===== src/common/nvc_params.svh =====
`ifndef NVC_PARAMS_SVH
`define NVC_PARAMS_SVH

// parameter identifiers
`define NVC_PRM_RESTORE      16'h0006
`define NVC_PRM_RELOAD       16'h0007
`define NVC_PRM_RESULT       16'h400f
`define NVC_PRM_CFG_BASE     16'h8000
`define NVC_PRM_SIGNATURE    16'h8000
`define NVC_PRM_REV_MAJOR    16'h8001
`define NVC_PRM_REV_MINOR    16'h8002
`define NVC_PRM_APP_REV      16'h8003
`define NVC_PRM_HW_VARIANT   16'h8004
`define NVC_PRM_USER_REV     16'h8005
`define NVC_PRM_PASSCODE     16'h8006

// store word indices
`define NVC_IDX_SIGNATURE    3'h0
`define NVC_IDX_REV_MAJOR    3'h1
`define NVC_IDX_REV_MINOR    3'h2
`define NVC_IDX_APP_REV      3'h3
`define NVC_IDX_HW_VARIANT   3'h4
`define NVC_IDX_USER_REV     3'h5
`define NVC_IDX_PASSCODE     3'h6
`define NVC_IDX_LAST         3'h6

// factory defaults
`define NVC_DEF_SIGNATURE    16'h0159
`define NVC_DEF_REV_MAJOR    16'h0001
`define NVC_DEF_REV_MINOR    16'h0000
`define NVC_DEF_APP_REV      16'h0000
`define NVC_DEF_HW_VARIANT   16'h0000
`define NVC_DEF_USER_REV     16'h0000
`define NVC_DEF_PASSCODE     16'h1111

// operation result codes
`define NVC_RC_OK            8'h00
`define NVC_RC_BAD_PID       8'h01
`define NVC_RC_READ_ONLY     8'h02
`define NVC_RC_WRITE_ONLY    8'h03
`define NVC_RC_BAD_PASSWORD  8'h07
`define NVC_RC_DRIVE_ON      8'h08

// parameter classes
`define NVC_CL_BAD           3'h0
`define NVC_CL_RO            3'h1
`define NVC_CL_RW            3'h2
`define NVC_CL_PW            3'h3
`define NVC_CL_RESULT        3'h4
`define NVC_CL_RESTORE       3'h5
`define NVC_CL_RELOAD        3'h6
`define NVC_CL_ZERO          3'h7

`endif


===== src/common/nvc_pkg.sv =====
package nvc_pkg;

	// host parameter request
	typedef struct packed {
		logic        write;
		logic [15:0] parameter_identifier;
		logic [15:0] data;
		logic [15:0] password;
	} nvc_host_req_s;

	// host answer
	typedef struct packed {
		logic [15:0] data;
		logic [7:0]  code;
	} nvc_host_rsp_s;

	// one store word access
	typedef struct packed {
		logic        we;
		logic [2:0]  addr;
		logic [15:0] wdata;
	} nvc_ee_cmd_s;

	// active operating copy
	typedef struct packed {
		logic [15:0] signature;
		logic [15:0] rev_major;
		logic [15:0] rev_minor;
		logic [15:0] app_rev;
		logic [15:0] passcode;
	} nvc_active_cfg_s;

	typedef enum logic [6:0] {
		ST_HDR  = 7'h01,
		ST_MAJ  = 7'h02,
		ST_DEF  = 7'h04,
		ST_LOAD = 7'h08,
		ST_IDLE = 7'h10,
		ST_HRD  = 7'h20,
		ST_HWR  = 7'h40
	} nvc_state_e;

endpackage


===== src/nvc_ee_port.sv =====
`timescale 1ns/1ps
// single word access to the external store, request held until acknowledged
module nvc_ee_port
	import nvc_pkg::*;
(
	input  wire logic        clk_sys_in,
	input  wire logic        reset_in,
	input  wire logic        start_in,
	input  wire nvc_ee_cmd_s cmd_in,
	output logic             done_out,
	output logic [15:0]      rdata_out,
	output logic             ee_req_out,
	output nvc_ee_cmd_s      ee_cmd_out,
	input  wire logic        ee_ack_in,
	input  wire logic [15:0] ee_rdata_in
);

	logic        req_ff;
	logic        nxt_req;
	nvc_ee_cmd_s cmd_ff;
	nvc_ee_cmd_s nxt_cmd;
	logic        done_ff;
	logic        nxt_done;
	logic [15:0] rdata_ff;
	logic [15:0] nxt_rdata;

	// request launch, hold and completion
	always_comb begin
		nxt_req   = req_ff;
		nxt_cmd   = cmd_ff;
		nxt_done  = 1'b0;
		nxt_rdata = rdata_ff;
		if (req_ff) begin
			if (ee_ack_in) begin
				nxt_req   = 1'b0;
				nxt_done  = 1'b1;
				nxt_rdata = ee_rdata_in;
			end
		end else if (start_in) begin
			nxt_req = 1'b1;
			nxt_cmd = cmd_in;
		end
	end

	always_ff @(posedge clk_sys_in) begin
		if (reset_in) begin
			req_ff   <= 1'b0;
			cmd_ff   <= '0;
			done_ff  <= 1'b0;
			rdata_ff <= 16'h0000;
		end else begin
			req_ff   <= nxt_req;
			cmd_ff   <= nxt_cmd;
			done_ff  <= nxt_done;
			rdata_ff <= nxt_rdata;
		end
	end

	assign ee_req_out = req_ff;
	assign ee_cmd_out = cmd_ff;
	assign done_out   = done_ff;
	assign rdata_out  = rdata_ff;

endmodule


===== src/nvc_config_manager.sv =====
`timescale 1ns/1ps
`include "nvc_params.svh"
// Operation
// parameters live in external store, served from there
// writes touch store only, not active copy
// reload while drive enabled ignored, error
// restore while disabled rewrites all defaults
// restore while drive enabled ignored, error
// bad signature at reset rewrites defaults
// major revision mismatch at startup rewrites defaults
// minor revision mismatch never rewrites
// major and minor revisions read-only, consecutive
// signature read-only fixed constant
// application revision defaults zero, password gated
// hardware variant read-only, always reads zero
// refused while running gives code 8
// write to read-only rejected, code 2
// gated access needs matching stored password
// user revision freely writable, never used
// startup copies store to active before ready
// result code written after every operation
module nvc_config_manager
	import nvc_pkg::*;
(
	input  wire logic          clk_sys_in,
	input  wire logic          reset_in,
	input  wire logic          drive_enabled_in,
	input  wire logic          host_req_valid_in,
	input  wire nvc_host_req_s host_req_in,
	output logic               host_req_ready_out,
	output logic               host_rsp_valid_out,
	output nvc_host_rsp_s      host_rsp_out,
	output logic               cfg_ready_out,
	output nvc_active_cfg_s    active_cfg_out,
	output logic [7:0]         result_code_out,
	output logic               ee_req_out,
	output nvc_ee_cmd_s        ee_cmd_out,
	input  wire logic          ee_ack_in,
	input  wire logic [15:0]   ee_rdata_in
);

	// factory default for a store word
	function automatic logic [15:0] default_word(input logic [2:0] idx);
		case (idx)
			`NVC_IDX_SIGNATURE:  default_word = `NVC_DEF_SIGNATURE;
			`NVC_IDX_REV_MAJOR:  default_word = `NVC_DEF_REV_MAJOR;
			`NVC_IDX_REV_MINOR:  default_word = `NVC_DEF_REV_MINOR;
			`NVC_IDX_APP_REV:    default_word = `NVC_DEF_APP_REV;
			`NVC_IDX_HW_VARIANT: default_word = `NVC_DEF_HW_VARIANT;
			`NVC_IDX_USER_REV:   default_word = `NVC_DEF_USER_REV;
			`NVC_IDX_PASSCODE:   default_word = `NVC_DEF_PASSCODE;
			default:             default_word = 16'h0000;
		endcase
	endfunction

	// access class of a parameter identifier
	function automatic logic [2:0] id_class(input logic [15:0] ident);
		case (ident)
			`NVC_PRM_SIGNATURE,
			`NVC_PRM_REV_MAJOR,
			`NVC_PRM_REV_MINOR:  id_class = `NVC_CL_RO;  // see R9
			`NVC_PRM_HW_VARIANT: id_class = `NVC_CL_ZERO;
			`NVC_PRM_USER_REV:   id_class = `NVC_CL_RW;
			`NVC_PRM_APP_REV,
			`NVC_PRM_PASSCODE:   id_class = `NVC_CL_PW;
			`NVC_PRM_RESULT:     id_class = `NVC_CL_RESULT;
			`NVC_PRM_RESTORE:    id_class = `NVC_CL_RESTORE;
			`NVC_PRM_RELOAD:     id_class = `NVC_CL_RELOAD;
			default:             id_class = `NVC_CL_BAD;
		endcase
	endfunction

	nvc_state_e      state_ff;
	nvc_state_e      nxt_state;
	logic [2:0]      idx_ff;
	logic [2:0]      nxt_idx;
	logic            pend_ff;
	logic            nxt_pend;
	logic            host_op_ff;
	logic            nxt_host_op;
	nvc_host_req_s   req_ff;
	nvc_host_req_s   nxt_req;
	logic [7:0]      result_ff;
	logic [7:0]      nxt_result;
	logic            rsp_valid_ff;
	logic            nxt_rsp_valid;
	nvc_host_rsp_s   rsp_ff;
	nvc_host_rsp_s   nxt_rsp;
	logic            ready_ff;
	logic            nxt_ready;
	nvc_active_cfg_s active_ff;
	nvc_active_cfg_s nxt_active;
	logic [15:0]     mirror_ff [0:6];
	logic [15:0]     nxt_mirror [0:6];
	logic            ee_start;
	nvc_ee_cmd_s     ee_cmd;
	logic            ee_done;
	logic [15:0]     ee_rdata;
	logic [2:0]      req_class;
	logic            pw_ok;

	nvc_ee_port u_ee_port (
		.clk_sys_in  (clk_sys_in),
		.reset_in    (reset_in),
		.start_in    (ee_start),
		.cmd_in      (ee_cmd),
		.done_out    (ee_done),
		.rdata_out   (ee_rdata),
		.ee_req_out  (ee_req_out),
		.ee_cmd_out  (ee_cmd_out),
		.ee_ack_in   (ee_ack_in),
		.ee_rdata_in (ee_rdata_in)
	);

	// request decode and password check against stored passcode
	assign req_class = id_class(host_req_in.parameter_identifier);
	assign pw_ok     = (host_req_in.password == mirror_ff[`NVC_IDX_PASSCODE]);

	// sequencer: startup checks, default rewrite, load, host operations
	always_comb begin
		nxt_state     = state_ff;
		nxt_idx       = idx_ff;
		nxt_pend      = pend_ff;
		nxt_host_op   = host_op_ff;
		nxt_req       = req_ff;
		nxt_result    = result_ff;
		nxt_rsp_valid = 1'b0;
		nxt_rsp       = rsp_ff;
		nxt_ready     = ready_ff;
		nxt_active    = active_ff;
		for (int i = 0; i < 7; i++) begin
			nxt_mirror[i] = mirror_ff[i];
		end
		ee_start = 1'b0;
		ee_cmd   = '0;
		case (state_ff)
			// read signature word after every reset
			ST_HDR: begin
				ee_cmd.addr = `NVC_IDX_SIGNATURE;
				if (!pend_ff) begin
					ee_start = 1'b1;
					nxt_pend = 1'b1;
				end else if (ee_done) begin
					nxt_pend = 1'b0;
					nxt_idx  = 3'h0;
					if (ee_rdata != `NVC_DEF_SIGNATURE) begin
						nxt_state = ST_DEF;
					end else begin
						nxt_state = ST_MAJ;
					end
				end
			end
			// major revision compared, minor left alone
			ST_MAJ: begin
				ee_cmd.addr = `NVC_IDX_REV_MAJOR;
				if (!pend_ff) begin
					ee_start = 1'b1;
					nxt_pend = 1'b1;
				end else if (ee_done) begin
					nxt_pend = 1'b0;
					nxt_idx  = 3'h0;
					if (ee_rdata != `NVC_DEF_REV_MAJOR) begin
						nxt_state = ST_DEF;
					end else begin
						nxt_state = ST_LOAD;
					end
				end
			end
			// write every word with its factory default
			ST_DEF: begin
				ee_cmd.we    = 1'b1;
				ee_cmd.addr  = idx_ff;
				ee_cmd.wdata = default_word(idx_ff);
				if (!pend_ff) begin
					ee_start = 1'b1;
					nxt_pend = 1'b1;
				end else if (ee_done) begin
					nxt_pend            = 1'b0;
					nxt_mirror[idx_ff]  = default_word(idx_ff);
					nxt_idx             = idx_ff + 3'h1;
					if (idx_ff == `NVC_IDX_LAST) begin
						nxt_idx = 3'h0;
						if (host_op_ff) begin
							nxt_state     = ST_IDLE;
							nxt_host_op   = 1'b0;
							nxt_result    = `NVC_RC_OK;
							nxt_rsp       = '{data: 16'h0000, code: `NVC_RC_OK};
							nxt_rsp_valid = 1'b1;
						end else begin
							nxt_state = ST_LOAD;
						end
					end
				end
			end
			// read whole store, then copy into active variables
			ST_LOAD: begin
				ee_cmd.addr = idx_ff;
				if (!pend_ff) begin
					ee_start = 1'b1;
					nxt_pend = 1'b1;
				end else if (ee_done) begin
					nxt_pend           = 1'b0;
					nxt_mirror[idx_ff] = ee_rdata;
					nxt_idx            = idx_ff + 3'h1;
					if (idx_ff == `NVC_IDX_LAST) begin
						nxt_idx              = 3'h0;
						nxt_state            = ST_IDLE;
						nxt_ready            = 1'b1;
						nxt_active.signature = mirror_ff[`NVC_IDX_SIGNATURE];
						nxt_active.rev_major = mirror_ff[`NVC_IDX_REV_MAJOR];
						nxt_active.rev_minor = mirror_ff[`NVC_IDX_REV_MINOR];
						nxt_active.app_rev   = mirror_ff[`NVC_IDX_APP_REV];
						nxt_active.passcode  = ee_rdata;
						if (host_op_ff) begin
							nxt_host_op   = 1'b0;
							nxt_result    = `NVC_RC_OK;
							nxt_rsp       = '{data: 16'h0000, code: `NVC_RC_OK};
							nxt_rsp_valid = 1'b1;
						end
					end
				end
			end
			// accept and classify host requests
			ST_IDLE: begin
				if (host_req_valid_in) begin
					nxt_req       = host_req_in;
					nxt_rsp_valid = 1'b1;
					nxt_rsp.data  = 16'h0000;
					nxt_rsp.code  = `NVC_RC_OK;
					case (req_class)
						`NVC_CL_BAD: nxt_rsp.code = `NVC_RC_BAD_PID;
						`NVC_CL_ZERO: begin
							if (host_req_in.write) begin
								nxt_rsp.code = `NVC_RC_READ_ONLY;
							end
						end
						`NVC_CL_RESULT: begin
							if (host_req_in.write) begin
								nxt_rsp.code = `NVC_RC_READ_ONLY;
							end else begin
								nxt_rsp.data = {8'h00, result_ff};
							end
						end
						`NVC_CL_RESTORE,
						`NVC_CL_RELOAD: begin
							if (!host_req_in.write) begin
								nxt_rsp.code = `NVC_RC_WRITE_ONLY;
							end else if (drive_enabled_in) begin
								nxt_rsp.code = `NVC_RC_DRIVE_ON; // see R3, see R5
							end else begin
								nxt_rsp_valid = 1'b0;
								nxt_host_op   = 1'b1;
								nxt_idx       = 3'h0;
								nxt_state     = (req_class == `NVC_CL_RESTORE) ? ST_DEF : ST_LOAD;
							end
						end
						`NVC_CL_RO: begin
							if (host_req_in.write) begin
								nxt_rsp.code = `NVC_RC_READ_ONLY;
							end else begin
								nxt_rsp_valid = 1'b0;
								nxt_state     = ST_HRD;
							end
						end
						default: begin
							if (req_class == `NVC_CL_PW && !pw_ok) begin
								nxt_rsp.code = `NVC_RC_BAD_PASSWORD; // see R11
							end else begin
								nxt_rsp_valid = 1'b0;
								nxt_state     = host_req_in.write ? ST_HWR : ST_HRD;
							end
						end
					endcase
					if (nxt_rsp_valid) begin
						nxt_result = nxt_rsp.code;
					end
				end
			end
			// parameter read from the store
			ST_HRD: begin
				ee_cmd.addr = req_ff.parameter_identifier[2:0];
				if (!pend_ff) begin
					ee_start = 1'b1;
					nxt_pend = 1'b1;
				end else if (ee_done) begin
					nxt_pend      = 1'b0;
					nxt_state     = ST_IDLE;
					nxt_result    = `NVC_RC_OK;
					nxt_rsp       = '{data: ee_rdata, code: `NVC_RC_OK};
					nxt_rsp_valid = 1'b1;
				end
			end
			// parameter write to the store, active copy untouched
			ST_HWR: begin
				ee_cmd.we    = 1'b1;
				ee_cmd.addr  = req_ff.parameter_identifier[2:0];
				ee_cmd.wdata = req_ff.data;
				if (!pend_ff) begin
					ee_start = 1'b1;
					nxt_pend = 1'b1;
				end else if (ee_done) begin
					nxt_pend                     = 1'b0;
					nxt_mirror[req_ff.parameter_identifier[2:0]] = req_ff.data;
					nxt_state                    = ST_IDLE;
					nxt_result                   = `NVC_RC_OK;
					nxt_rsp                      = '{data: 16'h0000, code: `NVC_RC_OK};
					nxt_rsp_valid                = 1'b1;
				end
			end
			default: begin
				nxt_state = ST_HDR;
				nxt_pend  = 1'b0;
			end
		endcase
	end

	always_ff @(posedge clk_sys_in) begin
		if (reset_in) begin
			state_ff     <= ST_HDR;
			idx_ff       <= 3'h0;
			pend_ff      <= 1'b0;
			host_op_ff   <= 1'b0;
			req_ff       <= '0;
			result_ff    <= `NVC_RC_OK;
			rsp_valid_ff <= 1'b0;
			rsp_ff       <= '0;
			ready_ff     <= 1'b0;
			active_ff    <= '0;
			for (int i = 0; i < 7; i++) begin
				mirror_ff[i] <= 16'h0000;
			end
		end else begin
			state_ff     <= nxt_state;
			idx_ff       <= nxt_idx;
			pend_ff      <= nxt_pend;
			host_op_ff   <= nxt_host_op;
			req_ff       <= nxt_req;
			result_ff    <= nxt_result;
			rsp_valid_ff <= nxt_rsp_valid;
			rsp_ff       <= nxt_rsp;
			ready_ff     <= nxt_ready;
			active_ff    <= nxt_active;
			for (int i = 0; i < 7; i++) begin
				mirror_ff[i] <= nxt_mirror[i];
			end
		end
	end

	// outputs
	assign host_req_ready_out = (state_ff == ST_IDLE);
	assign host_rsp_valid_out = rsp_valid_ff;
	assign host_rsp_out       = rsp_ff;
	assign cfg_ready_out      = ready_ff;
	assign active_cfg_out     = active_ff;
	assign result_code_out    = result_ff;

endmodule


===== config.mk =====
export PLATFORM = sky130hd
export DESIGN_NAME = nvc_config_manager
export DESIGN_NICKNAME = d
export VERILOG_FILES = /design/src/common/nvc_pkg.sv /design/src/nvc_ee_port.sv /design/src/nvc_config_manager.sv
export VERILOG_INCLUDE_DIRS = /design/src /design/src/common
export SDC_FILE = /design/constraint.sdc
export NUM_CORES = 1
export LEC_CHECK = 0
export BUFFER_PORTS_ARGS = -buffer_cell sky130_fd_sc_hd__buf_4
export CORE_MARGIN = 2
export CORE_UTILIZATION = 56
export CTS_BUF_LIST = sky130_fd_sc_hd__clkbuf_8 sky130_fd_sc_hd__clkbuf_16
export CTS_CLUSTER_SIZE = 14
export DETAILED_ROUTE_END_ITERATION = 8
export GPL_TIMING_DRIVEN = 0
export HOLD_SLACK_MARGIN = 0.08
export PLACE_DENSITY = 0.9
export REMOVE_ABC_BUFFERS = 1
export SYNTH_ARGS = -nofsm -noshare
export SYNTH_HDL_FRONTEND = slang
export SYNTH_HIERARCHICAL = 1
export SYNTH_SLANG_ARGS = --single-unit
export TNS_END_PERCENT = 10

===== constraint.sdc =====
create_clock -name clk_sys_in -period 3.4 [get_ports clk_sys_in]
set_input_delay 0.17 -clock clk_sys_in [delete_from_list [all_inputs] [get_ports clk_sys_in]]
set_output_delay 0.17 -clock clk_sys_in [all_outputs]
set_load 0.01 [all_outputs]

==> flow_summary.ini <==
[run_status]
status = finished, final reports clean

[grt]
antenna_found_initial = 0
grtUsageTotal_pct = 32.8
grt_pass1_vias = 11200
grt_max_degree = 180
grt_pass1_wl_mm = 58.2
overflow = 0

[yosys]
yosysSeqAreaShare_pct = 44.4
avgSynthCellArea_um2 = 8.06
synth_edf_count = 0
syn_area_um2 = 11500
ys.flop_type = dfxtp_1
synth-warning-count = 6
ys_ff_latch = 255
async_flop_share_pct = 0
yosysUniqueCellTypes = 69
synthCells = 1426

[timing]
setup_viol = 0
tightest_slew_ns = 1.21
hold_viol_final = 0
fin_skew_ns = 0.0180
fmax_mhz = 310
rsz0062_at_grt = false
setup_tns_ns = 0
fin_crit_ns = 3.23
drv_slew = 0
slew_headroom_pct = 19.1
period_share_pct = 94.9

[die]
io_pins = 206
core_um2 = 20200
die_area_um2 = 21700
die_h_um = 147
rows = 52
die_w_um = 147
initial_utilization_pct = 57.0

[routing]
avgRoutedWirePerCell_um = 20.1
vias = 11800
remaining_drc_errors = 0
detail-route-antenna-nets = 0
wl_mm = 37.6
drt_iter0_markers = 1443
viasPerCell = 6.35
drtPass1Iterations = 6

[worst_setup_path]
required_ns = 3.77
start_kind = flip-flop
r2r_start = state_ff[0]
crit_type = reg -> reg
r2r_cells = 10
cp.arrival_ns = 3.60
endpoint_kind = flip-flop
crit_path_max_fanout = 11
rrSetupSlack_ns = 0.17
startpoint = state_ff[0]

[finish]
utilization_pct = 70.8
layout-drive-gt1-share_pct = 19.2
syn_to_final_growth_pct = 24.2
antenna_cells = 0
final_cell_mix = nand2_1, dfxtp_1, buf_4
layout_commonest_cell = nand2_1
nets = 1647
stdcell_area_um2 = 14300

[placed_design]
place_area_um2 = 13000
gp_congestion = 0.928
portBuffers = 197
dp_hpwl_mm = 23.1

[pwr]
finalPower_mw = 7.39
p_leak_nw = 5.37
max-vdd-ir-drop_uv = 313
powerDensity_nw_per_um2 = 518

[clocking]
cts_root_buffer = clkbuf_16
clock_latency_ns = 0.54
h-tree-depth = 1
cts.sinks = 255
cts_tree = yes
clk_pin_slew_ns = 0.07
clk_path_buf_depth = 3
cts_made_buffers = 25

[run]
maxCapViolCount = 0

[min_path]
hp-class = in -> reg
-- logic make-up after synthesis --
kind of cell / after synthesis / share of synthesized area (%)
other: 1 / 0.0326
buffers and inverters: 157 / 6.22
AND/OR/NAND/NOR: 559 / 22.7
flip-flops: 255 / 44.4
XOR/XNOR: 18 / 1.37
multiplexers: 10 / 0.871
AO/OA/AOI/OAI: 426 / 24.4
-- Yosys cell counts (all sizes together) (3+ instances only) --
| cell | count | area share (%) |
|---|---|---|
| or4 | 4 | 0.29 |
| a2111oi | 3 | 0.23 |
| nand4 | 9 | 0.49 |
| a22o | 43 | 3.3 |
| clkbuf | 95 | 3.2 |
| a211oi | 4 | 0.26 |
| xnor2 | 17 | 1.3 |
| nor2b | 4 | 0.22 |
| inv | 18 | 0.59 |
| and2 | 10 | 0.54 |
| a21oi | 169 | 7.8 |
| a22oi | 77 | 5.0 |
| a221oi | 4 | 0.30 |
| mux2i | 10 | 0.87 |
| o22ai | 18 | 0.98 |
| a21bo | 17 | 1.5 |
| nor4 | 6 | 0.33 |
| and3 | 3 | 0.16 |
| a31oi | 4 | 0.35 |
| nor4b | 4 | 0.30 |
| nand2 | 265 | 8.7 |
| buf | 44 | 2.4 |
| nand4bb | 20 | 2.0 |
| nand3 | 34 | 1.5 |
| and3b | 4 | 0.30 |
| o21ai | 63 | 2.8 |
| nor3b | 5 | 0.33 |
| o221a | 3 | 0.29 |
| nand2b | 24 | 1.3 |
| nand3b | 5 | 0.33 |
| dfxtp | 255 | 44 |
| nor2 | 135 | 4.4 |
| nor3 | 17 | 0.83 |
-- layout make-up --
cell class / count / area (µm²)
Multi-Input combinational cell: 1021 / 5770
Clock buffer: 30 / 694
Fill cell: 1446 / 5900
Clock inverter: 15 / 166
Inverter: 18 / 67.6
Timing Repair Buffer: 256 / 2120
Tap cell: 270 / 338
Sequential cell: 255 / 5110
-- worst min-delay path by stage --
stage | end | from | cells after the start | slack [ns]
floorplan | u_ee_port/rdata_out[10] | reset_in | 1 | 0.23
global placement | req_ff[20] | host_req_in[20] | 3 | 0.43
detailed placement | req_ff[28] | host_req_in[28] | 3 | 0.43
CTS | u_ee_port/rdata_out[0] | ee_ack_in | 3 | 0.11
global route | u_ee_port/rdata_out[4] | ee_ack_in | 3 | 0.13
finish | u_ee_port/rdata_out[15] | ee_ack_in | 3 | 0.13
-- critical path: stages (launching register included) --
cell	delay, ns
dfxtp_1	0.36
or4_4	0.61
nor4b_2	0.60
buf_4	0.29
buf_4	0.19
buf_4	0.18
nand2_1	0.06
nand2_1	0.09
nand2_1	0.26
a22oi_1	0.33
nor2_1	0.11
-- stage by stage --
step	hold slack [ns]	worst slack [ns]	cells
floorplan	0.232	-2.34	1294
global placement	0.425	-6.21	1761
detailed placement	0.433	-0.643	1777
CTS	0.106	0.136	1865
global route	0.130	0.00337	1865
finish	0.129	0.173	1865
-- layer usage --
metal / track usage [%] / share of wire, %
met1: 40.3 / 37
met2: 55.2 / 47
met3: 6.55 / 11
met4: 16.0 / 5.3
met5: 0 / 0
-- what timing repair did --
item	in CTS	in global routing
resized for setup	7	2
pin swaps	2	0
endpoints found under the hold margin	39	0
hold buffers	38	0
endpoints found under the setup margin	146	16
buffers inserted	5	0
-- where the power goes --
part           internal (mW)  total, mW  switching, mW  leakage [nW]
Combinational          0.473       1.23          0.752          2.88
Sequential              3.07       3.27          0.200          2.06
Clock                   1.69       2.89           1.20         0.436
Total                   5.23       7.39           2.16          5.37
Power figures use the tool's default switching activity.
